[src/shared/msc_pkg.sv]
// Constants and types shared by the miscellaneous pin block
//--------------------------------------------------------------------
// Notes on behaviour
// RULE1 - Eight pins, direction set per register bit
// RULE2 - Management bus uses pins 7..5 as address
// RULE3 - Debug mode reads pins 4..0 as selection
// RULE4 - Power-save strap sampled at reset, high enables
// RULE5 - Scan pin driven low except manufacturing test
// RULE6 - EEPROM data pin rests at one
// RULE7 - Device masters EEPROM clock and data
// RULE8 - Port status driven only with enable pin
// RULE9 - Debug enable pin low means debug mode
// RULE10 - Test reset low forces TAP to reset
// RULE11 - TAP state follows mode select per clock
// RULE12 - Tester shifts data in while scan high
// RULE13 - Device shifts data out while scan high
// RULE14 - One status output for ports 0..2
// RULE15 - Straps latched at reset release, then held
//--------------------------------------------------------------------
package msc_pkg;

  // Clock and EEPROM serial clock rate
  localparam int         CLK_HZ      = 100_000_000;
  localparam int         EE_CLK_HZ   = 100_000;
  localparam int         EE_HALF_CYC = CLK_HZ / (2 * EE_CLK_HZ);
  localparam logic [9:0] EE_HALF_CNT = 10'(EE_HALF_CYC - 1);

  // Register byte addresses
  localparam logic [7:0] ADDR_GPIO_OE  = 8'h00;
  localparam logic [7:0] ADDR_GPIO_OUT = 8'h04;
  localparam logic [7:0] ADDR_GPIO_IN  = 8'h08;
  localparam logic [7:0] ADDR_STRAP    = 8'h0c;
  localparam logic [7:0] ADDR_EE_CTRL  = 8'h10;
  localparam logic [7:0] ADDR_EE_DATA  = 8'h14;
  localparam logic [7:0] ADDR_PSTAT    = 8'h18;

  // Reset values
  localparam logic [7:0] GPIO_OE_RST  = 8'h00;
  localparam logic [7:0] GPIO_OUT_RST = 8'h00;
  localparam logic [7:0] EE_DATA_RST  = 8'hff;

  // Field positions
  localparam int SMB_LSB       = 5;
  localparam int STRAP_PWR_BIT = 0;
  localparam int STRAP_DBG_BIT = 1;
  localparam int STRAP_SMB_LSB = 4;
  localparam int STRAP_SEL_LSB = 8;
  localparam int EE_GO_BIT     = 0;
  localparam int EE_RD_BIT     = 1;
  localparam int EE_BUSY_BIT   = 2;

  // Synchroniser vector layout
  localparam int SY_PWR  = 8;
  localparam int SY_DBG  = 9;
  localparam int SY_SOE  = 10;
  localparam int SY_SCAN = 11;
  localparam int SY_EEIO = 12;
  localparam int SY_TCK  = 13;
  localparam int SY_TMS  = 14;
  localparam int SY_TDI  = 15;
  localparam int SY_TRST = 16;
  localparam int SY_MFG  = 17;
  localparam int SY_W    = 18;

  // Cycles after reset release until synchronised straps are valid
  localparam logic [1:0] STRAP_SETTLE = 2'd3;

  // Test access port
  localparam int         IR_W       = 4;
  localparam logic [3:0] IR_CAPTURE = 4'h1;

  typedef enum logic [3:0] {
    TAP_RESET  = 4'h0, TAP_IDLE   = 4'h1, TAP_SEL_DR = 4'h2,
    TAP_CAP_DR = 4'h3, TAP_SH_DR  = 4'h4, TAP_EX1_DR = 4'h5,
    TAP_PA_DR  = 4'h6, TAP_EX2_DR = 4'h7, TAP_UPD_DR = 4'h8,
    TAP_SEL_IR = 4'h9, TAP_CAP_IR = 4'ha, TAP_SH_IR  = 4'hb,
    TAP_EX1_IR = 4'hc, TAP_PA_IR  = 4'hd, TAP_EX2_IR = 4'he,
    TAP_UPD_IR = 4'hf
  } msc_tap_state_type;

endpackage : msc_pkg

[src/design/msc_misc_pins.sv]
// Miscellaneous pins: GPIO, straps, scan pin, EEPROM, debug, test port
`timescale 1ns/1ps
module msc_misc_pins (
  // Clock and reset
  input  wire logic        clk_i,
  input  wire logic        nrst_i,
  // Register port
  input  wire logic [7:0]  reg_addr_i,
  input  wire logic [31:0] reg_wdata_i,
  input  wire logic        reg_wr_i,
  input  wire logic        reg_rd_i,
  output logic      [31:0] reg_rdata_o,
  // Core side
  input  wire logic        smbus_used_i,
  input  wire logic [2:0]  port_state_i,
  output logic      [2:0]  smb_address_o,
  output logic      [4:0]  debug_select_o,
  output logic             debug_mode_o,
  output logic             power_save_o,
  // General-purpose pins
  input  wire logic [7:0]  gpio_i,
  output logic      [7:0]  gpio_o,
  output logic      [7:0]  gpio_oe_o,
  // Straps and debug pins
  input  wire logic        power_save_strap_i,
  input  wire logic        debug_mode_enable_pin_i,
  input  wire logic        status_output_enable_pin_i,
  input  wire logic        mfg_test_i,
  output logic      [2:0]  port_status_o,
  output logic             port_status_oe_o,
  // Full-scan control pin
  input  wire logic        scan_en_i,
  output logic             scan_en_o,
  output logic             scan_en_oe_o,
  // EEPROM pins
  output logic             eeprom_serial_clock_o,
  input  wire logic        eeprom_serial_io_i,
  output logic             eeprom_serial_io_o,
  output logic             eeprom_serial_io_oe_o,
  // Test access port pins
  input  wire logic        tck_i,
  input  wire logic        tms_i,
  input  wire logic        tdi_i,
  input  wire logic        trst_n_i,
  output logic             tdo_o,
  output logic             tdo_oe_o
);

  //------------------------------------------------------------------
  // State
  //------------------------------------------------------------------
  typedef struct packed {
    logic [msc_pkg::SY_W-1:0] s1;
    logic [msc_pkg::SY_W-1:0] s2;
    logic                     tck_d;
    logic [1:0]               settle;
    logic                     strap_done;
    logic                     pwr_save;
    logic                     dbg_mode;
    logic [7:0]               oe;
    logic [7:0]               goe;
    logic [7:0]               dout;
    logic [2:0]               smb;
    logic [4:0]               sel;
    logic [31:0]              rdata;
    logic [2:0]               pstat;
    logic                     pstat_oe;
    logic                     scan_oe;
    logic                     ee_busy;
    logic                     ee_rd;
    logic [7:0]               ee_sh;
    logic [2:0]               ee_bit;
    logic                     ee_high;
    logic [9:0]               ee_div;
    logic                     ee_clk;
    logic                     ee_io;
    logic                     ee_oe;
  } msc_st_type;

  msc_st_type r, n;

  logic [msc_pkg::SY_W-1:0] pins;
  logic                     tck_rise;
  logic                     tck_fall;
  logic                     ee_start;
  logic                     ee_tick;

  // Address match, used by the write path and the EEPROM start; reads decode with a case
  function automatic logic hit(input logic [7:0] a, input logic [7:0] o);
    hit = (a == o);
  endfunction : hit

  //------------------------------------------------------------------
  // Pin gathering and edge enables
  //------------------------------------------------------------------
  // All off-domain inputs enter one two-stage synchroniser
  assign pins = {mfg_test_i, trst_n_i, tdi_i, tms_i, tck_i,
                 eeprom_serial_io_i, scan_en_i, status_output_enable_pin_i,
                 debug_mode_enable_pin_i, power_save_strap_i, gpio_i};

  // Test clock is sampled, not used as a clock; edges become enables
  assign tck_rise = r.s2[msc_pkg::SY_TCK] && !r.tck_d;
  assign tck_fall = !r.s2[msc_pkg::SY_TCK] && r.tck_d;

  // Start is ignored while a byte is still in flight
  assign ee_start = reg_wr_i && hit(reg_addr_i, msc_pkg::ADDR_EE_CTRL) &&
                    reg_wdata_i[msc_pkg::EE_GO_BIT] && !r.ee_busy;
  assign ee_tick  = r.ee_busy && (r.ee_div == msc_pkg::EE_HALF_CNT);

  //------------------------------------------------------------------
  // Next-state logic
  //------------------------------------------------------------------
  always_comb begin
    n       = r;
    n.s1    = pins;
    n.s2    = r.s1;
    n.tck_d = r.s2[msc_pkg::SY_TCK];

    // Straps settle through the synchroniser, then are caught once
    if (!r.strap_done) begin
      if (r.settle == msc_pkg::STRAP_SETTLE) begin
        n.strap_done = 1'b1;                                    // RULE15
        n.pwr_save   = r.s2[msc_pkg::SY_PWR];                   // RULE4
        n.dbg_mode   = !r.s2[msc_pkg::SY_DBG];                  // RULE9
      end else begin
        n.settle = r.settle + 2'd1;
      end
    end

    // Pins 7..5 give the management address, 4..0 the debug selection
    n.smb = r.s2[7:msc_pkg::SMB_LSB];                           // RULE2
    n.sel = r.dbg_mode ? r.s2[4:0] : 5'h00;                     // RULE3

    // Direction from software, overridden where pins are inputs by role
    n.goe = r.oe;                                               // RULE1
    if (smbus_used_i) begin
      n.goe[7:msc_pkg::SMB_LSB] = 3'h0;                         // RULE2
    end
    if (r.dbg_mode) begin
      n.goe[4:0] = 5'h00;                                       // RULE3
    end

    // Port status reaches the header only in debug with enable pin
    n.pstat_oe = r.dbg_mode && r.s2[msc_pkg::SY_SOE];           // RULE8
    n.pstat    = n.pstat_oe ? port_state_i : 3'h0;              // RULE14

    // Scan pin is released only while manufacturing test is strapped
    n.scan_oe = !r.s2[msc_pkg::SY_MFG];                         // RULE5

    // Register writes
    if (reg_wr_i) begin
      if (hit(reg_addr_i, msc_pkg::ADDR_GPIO_OE)) begin
        n.oe = reg_wdata_i[7:0];                                // RULE1
      end
      if (hit(reg_addr_i, msc_pkg::ADDR_GPIO_OUT)) begin
        n.dout = reg_wdata_i[7:0];
      end
      if (hit(reg_addr_i, msc_pkg::ADDR_EE_DATA) && !r.ee_busy) begin
        n.ee_sh = reg_wdata_i[7:0];
      end
    end

    // Register reads: data stand one cycle, zero otherwise
    n.rdata = 32'h0000_0000;
    if (reg_rd_i) begin
      case (reg_addr_i)
        msc_pkg::ADDR_GPIO_OE:  n.rdata = {24'h00_0000, r.oe};
        msc_pkg::ADDR_GPIO_OUT: n.rdata = {24'h00_0000, r.dout};
        msc_pkg::ADDR_GPIO_IN:  n.rdata = {24'h00_0000, r.s2[7:0]};
        msc_pkg::ADDR_STRAP: begin
          n.rdata[msc_pkg::STRAP_PWR_BIT] = r.pwr_save;
          n.rdata[msc_pkg::STRAP_DBG_BIT] = r.dbg_mode;
          n.rdata[msc_pkg::STRAP_SMB_LSB +: 3] = r.smb;
          n.rdata[msc_pkg::STRAP_SEL_LSB +: 5] = r.sel;
        end
        msc_pkg::ADDR_EE_CTRL: begin
          n.rdata[msc_pkg::EE_RD_BIT]   = r.ee_rd;
          n.rdata[msc_pkg::EE_BUSY_BIT] = r.ee_busy;
        end
        msc_pkg::ADDR_EE_DATA:  n.rdata = {24'h00_0000, r.ee_sh};
        msc_pkg::ADDR_PSTAT:    n.rdata = {29'h0000_0000, port_state_i};
        default:                n.rdata = 32'h0000_0000;
      endcase
    end

    // EEPROM byte engine: data set while clock low, sampled at rise
    if (ee_start) begin
      n.ee_busy = 1'b1;                                         // RULE7
      n.ee_rd   = reg_wdata_i[msc_pkg::EE_RD_BIT];
      n.ee_bit  = 3'd7;
      n.ee_high = 1'b0;
      n.ee_div  = 10'h000;
      n.ee_clk  = 1'b0;
      n.ee_oe   = !reg_wdata_i[msc_pkg::EE_RD_BIT];
      n.ee_io   = reg_wdata_i[msc_pkg::EE_RD_BIT] ? 1'b1 : r.ee_sh[7];
    end else if (r.ee_busy) begin
      n.ee_div = ee_tick ? 10'h000 : r.ee_div + 10'h001;
      if (ee_tick && !r.ee_high) begin
        n.ee_clk  = 1'b1;                                       // RULE7
        n.ee_high = 1'b1;
        if (r.ee_rd) begin
          n.ee_sh = {r.ee_sh[6:0], r.s2[msc_pkg::SY_EEIO]};
        end
      end else if (ee_tick) begin
        n.ee_clk  = 1'b0;
        n.ee_high = 1'b0;
        if (r.ee_bit == 3'd0) begin
          n.ee_busy = 1'b0;
          n.ee_oe   = 1'b1;                                     // RULE6
          n.ee_io   = 1'b1;                                     // RULE6
        end else begin
          n.ee_bit = r.ee_bit - 3'd1;
          if (!r.ee_rd) begin
            n.ee_sh = {r.ee_sh[6:0], 1'b1};
            n.ee_io = r.ee_sh[6];
          end
        end
      end
    end
  end

  //------------------------------------------------------------------
  // State register
  //------------------------------------------------------------------
  always_ff @(posedge clk_i or negedge nrst_i) begin
    if (!nrst_i) begin
      r          <= '0;
      r.oe       <= msc_pkg::GPIO_OE_RST;
      r.goe      <= msc_pkg::GPIO_OE_RST;
      r.dout     <= msc_pkg::GPIO_OUT_RST;
      r.ee_sh    <= msc_pkg::EE_DATA_RST;
      r.scan_oe  <= 1'b1;
      r.ee_io    <= 1'b1;
      r.ee_oe    <= 1'b1;
    end else begin
      r <= n;
    end
  end

  //------------------------------------------------------------------
  // Test access port
  //------------------------------------------------------------------
  msc_tap u_tap (
    .clk_i      (clk_i),
    .nrst_i     (nrst_i),
    .tck_rise_i (tck_rise),
    .tck_fall_i (tck_fall),
    .tms_i      (r.s2[msc_pkg::SY_TMS]),
    .tdi_i      (r.s2[msc_pkg::SY_TDI]),
    .trst_n_i   (r.s2[msc_pkg::SY_TRST]),
    .scan_en_i  (r.s2[msc_pkg::SY_SCAN]),
    .tdo_o      (tdo_o),
    .tdo_oe_o   (tdo_oe_o)
  );

  //------------------------------------------------------------------
  // Outputs, all straight from state flops except scan_en_o, tied low
  //------------------------------------------------------------------
  assign reg_rdata_o           = r.rdata;
  assign smb_address_o         = r.smb;
  assign debug_select_o        = r.sel;
  assign debug_mode_o          = r.dbg_mode;
  assign power_save_o          = r.pwr_save;
  assign gpio_o                = r.dout;
  assign gpio_oe_o             = r.goe;
  assign port_status_o         = r.pstat;
  assign port_status_oe_o      = r.pstat_oe;
  assign scan_en_o             = 1'b0;                          // RULE5
  assign scan_en_oe_o          = r.scan_oe;
  assign eeprom_serial_clock_o = r.ee_clk;
  assign eeprom_serial_io_o    = r.ee_io;
  assign eeprom_serial_io_oe_o = r.ee_oe;
endmodule : msc_misc_pins

[src/design/msc_tap.sv]
// Test access port controller with instruction and bypass registers
`timescale 1ns/1ps
module msc_tap (
  // Clock and reset
  input  wire logic clk_i,
  input  wire logic nrst_i,
  // Synchronised test pins and edge enables
  input  wire logic tck_rise_i,
  input  wire logic tck_fall_i,
  input  wire logic tms_i,
  input  wire logic tdi_i,
  input  wire logic trst_n_i,
  input  wire logic scan_en_i,
  // Serial output
  output logic      tdo_o,
  output logic      tdo_oe_o
);

  typedef struct packed {
    msc_pkg::msc_tap_state_type st;
    logic [msc_pkg::IR_W-1:0]   ir;
    logic [msc_pkg::IR_W-1:0]   ir_act;
    logic                       byp;
    logic                       tdo;
    logic                       tdo_oe;
  } msc_tap_st_type;

  msc_tap_st_type r, n;

  // Standard TAP walk; one step per test clock rising edge
  function automatic msc_pkg::msc_tap_state_type tap_next(
    input msc_pkg::msc_tap_state_type s, input logic m);
    case (s)
      msc_pkg::TAP_RESET:  tap_next = m ? msc_pkg::TAP_RESET
                                        : msc_pkg::TAP_IDLE;
      msc_pkg::TAP_IDLE:   tap_next = m ? msc_pkg::TAP_SEL_DR
                                        : msc_pkg::TAP_IDLE;
      msc_pkg::TAP_SEL_DR: tap_next = m ? msc_pkg::TAP_SEL_IR
                                        : msc_pkg::TAP_CAP_DR;
      msc_pkg::TAP_CAP_DR,
      msc_pkg::TAP_SH_DR:  tap_next = m ? msc_pkg::TAP_EX1_DR
                                        : msc_pkg::TAP_SH_DR;
      msc_pkg::TAP_EX1_DR: tap_next = m ? msc_pkg::TAP_UPD_DR
                                        : msc_pkg::TAP_PA_DR;
      msc_pkg::TAP_PA_DR:  tap_next = m ? msc_pkg::TAP_EX2_DR
                                        : msc_pkg::TAP_PA_DR;
      msc_pkg::TAP_EX2_DR: tap_next = m ? msc_pkg::TAP_UPD_DR
                                        : msc_pkg::TAP_SH_DR;
      msc_pkg::TAP_SEL_IR: tap_next = m ? msc_pkg::TAP_RESET
                                        : msc_pkg::TAP_CAP_IR;
      msc_pkg::TAP_CAP_IR,
      msc_pkg::TAP_SH_IR:  tap_next = m ? msc_pkg::TAP_EX1_IR
                                        : msc_pkg::TAP_SH_IR;
      msc_pkg::TAP_EX1_IR: tap_next = m ? msc_pkg::TAP_UPD_IR
                                        : msc_pkg::TAP_PA_IR;
      msc_pkg::TAP_PA_IR:  tap_next = m ? msc_pkg::TAP_EX2_IR
                                        : msc_pkg::TAP_PA_IR;
      msc_pkg::TAP_EX2_IR: tap_next = m ? msc_pkg::TAP_UPD_IR
                                        : msc_pkg::TAP_SH_IR;
      msc_pkg::TAP_UPD_DR,
      msc_pkg::TAP_UPD_IR: tap_next = m ? msc_pkg::TAP_SEL_DR
                                        : msc_pkg::TAP_IDLE;
      default:             tap_next = msc_pkg::TAP_RESET;
    endcase
  endfunction : tap_next

  // Next state: reset, advance, capture, shift
  always_comb begin
    n = r;
    if (!trst_n_i) begin
      n.st     = msc_pkg::TAP_RESET; // RULE10
      n.ir_act = '1;
    end else if (tck_rise_i) begin
      n.st = tap_next(r.st, tms_i); // RULE11
      case (r.st)
        msc_pkg::TAP_CAP_IR: n.ir = msc_pkg::IR_CAPTURE;
        msc_pkg::TAP_CAP_DR: n.byp = 1'b0;
        msc_pkg::TAP_UPD_IR: n.ir_act = r.ir;
        msc_pkg::TAP_SH_IR: begin
          if (scan_en_i) begin
            n.ir = {tdi_i, r.ir[msc_pkg::IR_W-1:1]}; // RULE12
          end
        end
        msc_pkg::TAP_SH_DR: begin
          if (scan_en_i) begin
            n.byp = tdi_i; // RULE12
          end
        end
        default: n.byp = r.byp;
      endcase
    end
    // Output changes on the falling edge so the tester samples it stable
    if (tck_fall_i) begin
      n.tdo = (r.st == msc_pkg::TAP_SH_IR) ? r.ir[0] : r.byp; // RULE13
    end
    n.tdo_oe = scan_en_i && (r.st == msc_pkg::TAP_SH_IR ||
                             r.st == msc_pkg::TAP_SH_DR); // RULE13
  end

  // State register
  always_ff @(posedge clk_i or negedge nrst_i) begin
    if (!nrst_i) begin
      r <= '{st: msc_pkg::TAP_RESET, ir: msc_pkg::IR_CAPTURE,
             ir_act: '1, byp: 1'b0, tdo: 1'b0, tdo_oe: 1'b0};
    end else begin
      r <= n;
    end
  end

  assign tdo_o    = r.tdo;
  assign tdo_oe_o = r.tdo_oe;
endmodule : msc_tap

[config.mk]
export PLATFORM = sky130hd
export DESIGN_NAME = msc_misc_pins
export DESIGN_NICKNAME = d
export VERILOG_FILES = /design/src/shared/msc_pkg.sv /design/src/design/msc_misc_pins.sv /design/src/design/msc_tap.sv
export SDC_FILE = /design/constraint.sdc
export NUM_CORES = 1
export LEC_CHECK = 0
export ABC_AREA = 1
export BUFFER_PORTS_ARGS = -buffer_cell sky130_fd_sc_hd__buf_4
export CAP_MARGIN = 30
export CORE_MARGIN = 4
export CORE_UTILIZATION = 40
export DETAILED_ROUTE_END_ITERATION = 8
export GPL_ROUTABILITY_DRIVEN = 1
export SLEW_MARGIN = 25
export SYNTH_ARGS = -nofsm -noshare
export SYNTH_HDL_FRONTEND = slang
export SYNTH_SLANG_ARGS = --single-unit
[constraint.sdc]
create_clock -name clk_i -period 1.7 [get_ports clk_i]
set_input_delay 0 -clock clk_i [delete_from_list [all_inputs] [get_ports clk_i]]
set_output_delay 0 -clock clk_i [all_outputs]
set_load 0.02 [all_outputs]
==> results.md <==
- Status: completed
- DR DRC count: 0
- EDFF count, synth: 0
- Layout Skew: 0.00855 ns
- Fin crit period: 1.57 ns
- Diodes inserted: 0
- Largest net degree at the start of global routing: 62
- Data required time at the worst endpoint: 2.05 ns
- Worst Tran Pin Value: 0.498 ns
- Cell Area, Synth: 5980 sq um
- Final setup viols: 0
- Layout cell share with drive strength beyond 1: 22.2%
- Cts bufs inserted: 17
- Critical Path Fanout Max: 7
- WP data arrival: 1.92 ns
- Vias in the first global route: 4,738
- Leak pwr: 3.86 nW
- Max-cap violations: 0
- Vias after detailed routing: 4,737
- Remaining antenna violation count: 0
- PortBufs: 90
- Async SR Flop Fraction: 100%
- Hold Vio Cnt, Final: 0
- Relative slew margins: 66.7%
- Worst Setup End Kind: register
- Most frequent CP cell: nand2_1
- Area Growth Syn to Fin: 26.7%
- Slowest stage delay, CP: 0.40 ns
- Worst hold path class: in2reg
- Crit path max-delay cell type: dfrtp_1
- Core Area: 14,600 sq um
- Startpoint types: register
- Initial antenna violation count: 0
- DP HPWL: 9860 um
- Die height: 130 um
- Final Core Density: 52.0%
- Die ar.: 17,000 sq um
- Via/cell ratio: 4.76
- Final period utilization: 92.2%
- Synth Register Bits: 129
- First-pass GRT wire length: 22,900 um
- Clock sinks: 129
- Final wirelength: 13,800 um
- Post-synth top cells: 160 x nand2_1, 117 x dfrtp_1, 89 x inv_1
- Placement Rows: 44
- PD cells: 1090 nW/um^2
- Post-synth top area share: 48.9%
- Die width: 130 um
- Initial drt markers: 315
- Yosys cell types: 38
- Maximum clock rate: 638 MHz
- Gr usage total: 17.3%
- CTS H-tree depth: 4
- Fin nets: 866
- Clock transition at path regs: 0.06 ns
- WP buf/inv: 1
- Starting Density: 41.0%
- Cells after Synth: 687
- Final Max Slew Viols: 0
- Largest cells by area after synthesis: dfrtp_1 49%, nand2_1 10%, buf_4 7.5%
- Ys flop type: dfrtp_1
- Gpl congestion: 0.823
- Area leader, netlist: dfrtp_1
- Mean area per synthesized cell: 8.71 sq um
- Worst vdd ir: 0.000780 V
- Initial DRT Pass Iterations: 5
- Power, Total: 0.00823 W
- # IOs: 135
- Cell with the most instances after synthesis: nand2_1
- Sum Neg Setup Slack: 0 ns
- Cells along the critical path: ha_4 -> nand2_1 -> inv_1 -> nand3_4 -> nor2_4 -> nand3_2 -> nand2_4 -> nand2_2 -> nand2_1 -> nand2_1
- CTS tree: yes
- Synthesis Warnings: 0
- Later-pin clock latency in the skew report: 0.42 ns
- RSZ-0062 raised after global routing: no
- CTS root buffer: clkbuf_16
- Congestion Overflow GR: 0
- Clk buf depth: 2
- Worst path top cell family by delay: simple AND/OR/NAND/NOR gates
- Routed wire length per instance: 13.9 um
- Post-synthesis sequential area ratio: 54.2%
- Critical path class: reg2reg
[repair_timing]
action                                  4_1_cts  5_1_grt
endpoints found under the hold margin       170        0
hold buffers                                 33        0
buffers inserted                              0        2
endpoints found under the setup margin        0       15
gates resized for setup                       0        7
[stage by stage]
| step | instance area [sq um] | instances | hold WS [ns] | setup slack [ns] |
|---|---|---|---|---|
| after global placement | 6620 | 928 | -0.136 | 0.108 |
| after floorplan | 6060 | 706 | -0.296 | 0.245 |
| after CTS | 7550 | 993 | 0.0623 | 0.0552 |
| after global routing | 7580 | 995 | 0.0985 | 0.00830 |
| final | 7580 | 995 | 0.0943 | 0.132 |
| after detailed placement | 6620 | 928 | -0.135 | 0.0609 |
[worst paths after layout]
kind	depth (start not counted)	slack [ns]	endpoint	startpoint
worst min-delay path	4	0.09	gpio_o[7]$_DFFE_PN0P_	reg_wr_i
worst min register to register	0	0.35	r[105]$_DFF_PN0_	n[105]$_DFF_PN0_
min in group asynchronous	2	0.12	scan_en_oe_o$_DFF_PN1_	nrst_i
max in group asynchronous	3	0.72	r[119]$_DFF_PN0_	nrst_i
worst max-delay path	10	0.13	r[22]$_DFF_PN1_	r[4]$_DFFE_PN0P_
worst max register to register	10	0.13	r[22]$_DFF_PN1_	r[4]$_DFFE_PN0P_
[tightest hold or removal path, delay by kind of cell]
family	cells	cell delay [ns]
AO/OA/AOI/OAI	1	0.05
AND/OR/NAND/NOR	2	0.30
buffers and inverters	1	0.11
[per-layer routing]
| layer | up-vias | track usage (%) | wire (um) |
|---|---|---|---|
| met5 | - | 0 | 0 |
| met4 | 0 | 6.85 | 236 |
| met3 | 21 | 4.01 | 831 |
| met2 | 155 | 27.4 | 6600 |
| met1 | 2240 | 23.2 | 6110 |
| li1 | 2321 | - | - |
[layout by cell type, fill, tap and decap left out, types with 4 or more instances in the layout]
cell type / count
dlygate4sd3_1: 33
o21ai_0: 47
clkinv_2: 4
o22ai_1: 5
conb_1: 20
nor2_1: 59
nand2_2: 4
nand4_1: 13
buf_4: 108
nand2_1: 159
nand3_1: 56
clkinv_4: 4
dfstp_2: 12
inv_1: 88
clkbuf_16: 17
nor2_4: 4
o211ai_1: 6
dfrtp_1: 116
o21ai_1: 4
xor2_1: 5
a21oi_1: 9
[report_power, final]
group | internal (W) | total [W] | switching (W)
sequential | 0.00333 | 0.00357 | 0.000248
combinational | 0.000418 | 0.000969 | 0.000551
clock | 0.00234 | 0.00369 | 0.00135
[logic make-up after synthesis]
kind of cell             Yosys count  share of synthesized area, %
AND/OR/NAND/NOR                  309                          22.7
buffers and inverters            162                          14.3
flip-flops                       129                          54.2
AO/OA/AOI/OAI                     77                          7.23
XOR/XNOR                           6                         0.878
adder cells (fa/ha/maj)            2                         0.418
other                              1                        0.0627
multiplexers                       1                         0.188
[sequential cells by signal, summed over array words and instances, names as in the netlist, 3 cells and up]
signal	cells
port_status_o	3
debug_select_o	5
gpio_oe_o	8
smb_address_o	3
u_tap.r	9
reg_rdata_o	13
gpio_o	8
n	22
r	50
[area by class of cell]
cell class | count | area (sq um)
tap | 184 | 230
fill | 1348 | 7010
clock inverter | 13 | 161
inverter | 92 | 348
timing repair buffer | 143 | 1180
sequential | 129 | 3240
clock buffer | 19 | 443
multi-input combinational | 415 | 1980
Note: power is estimated with default switching activity, not from simulation.
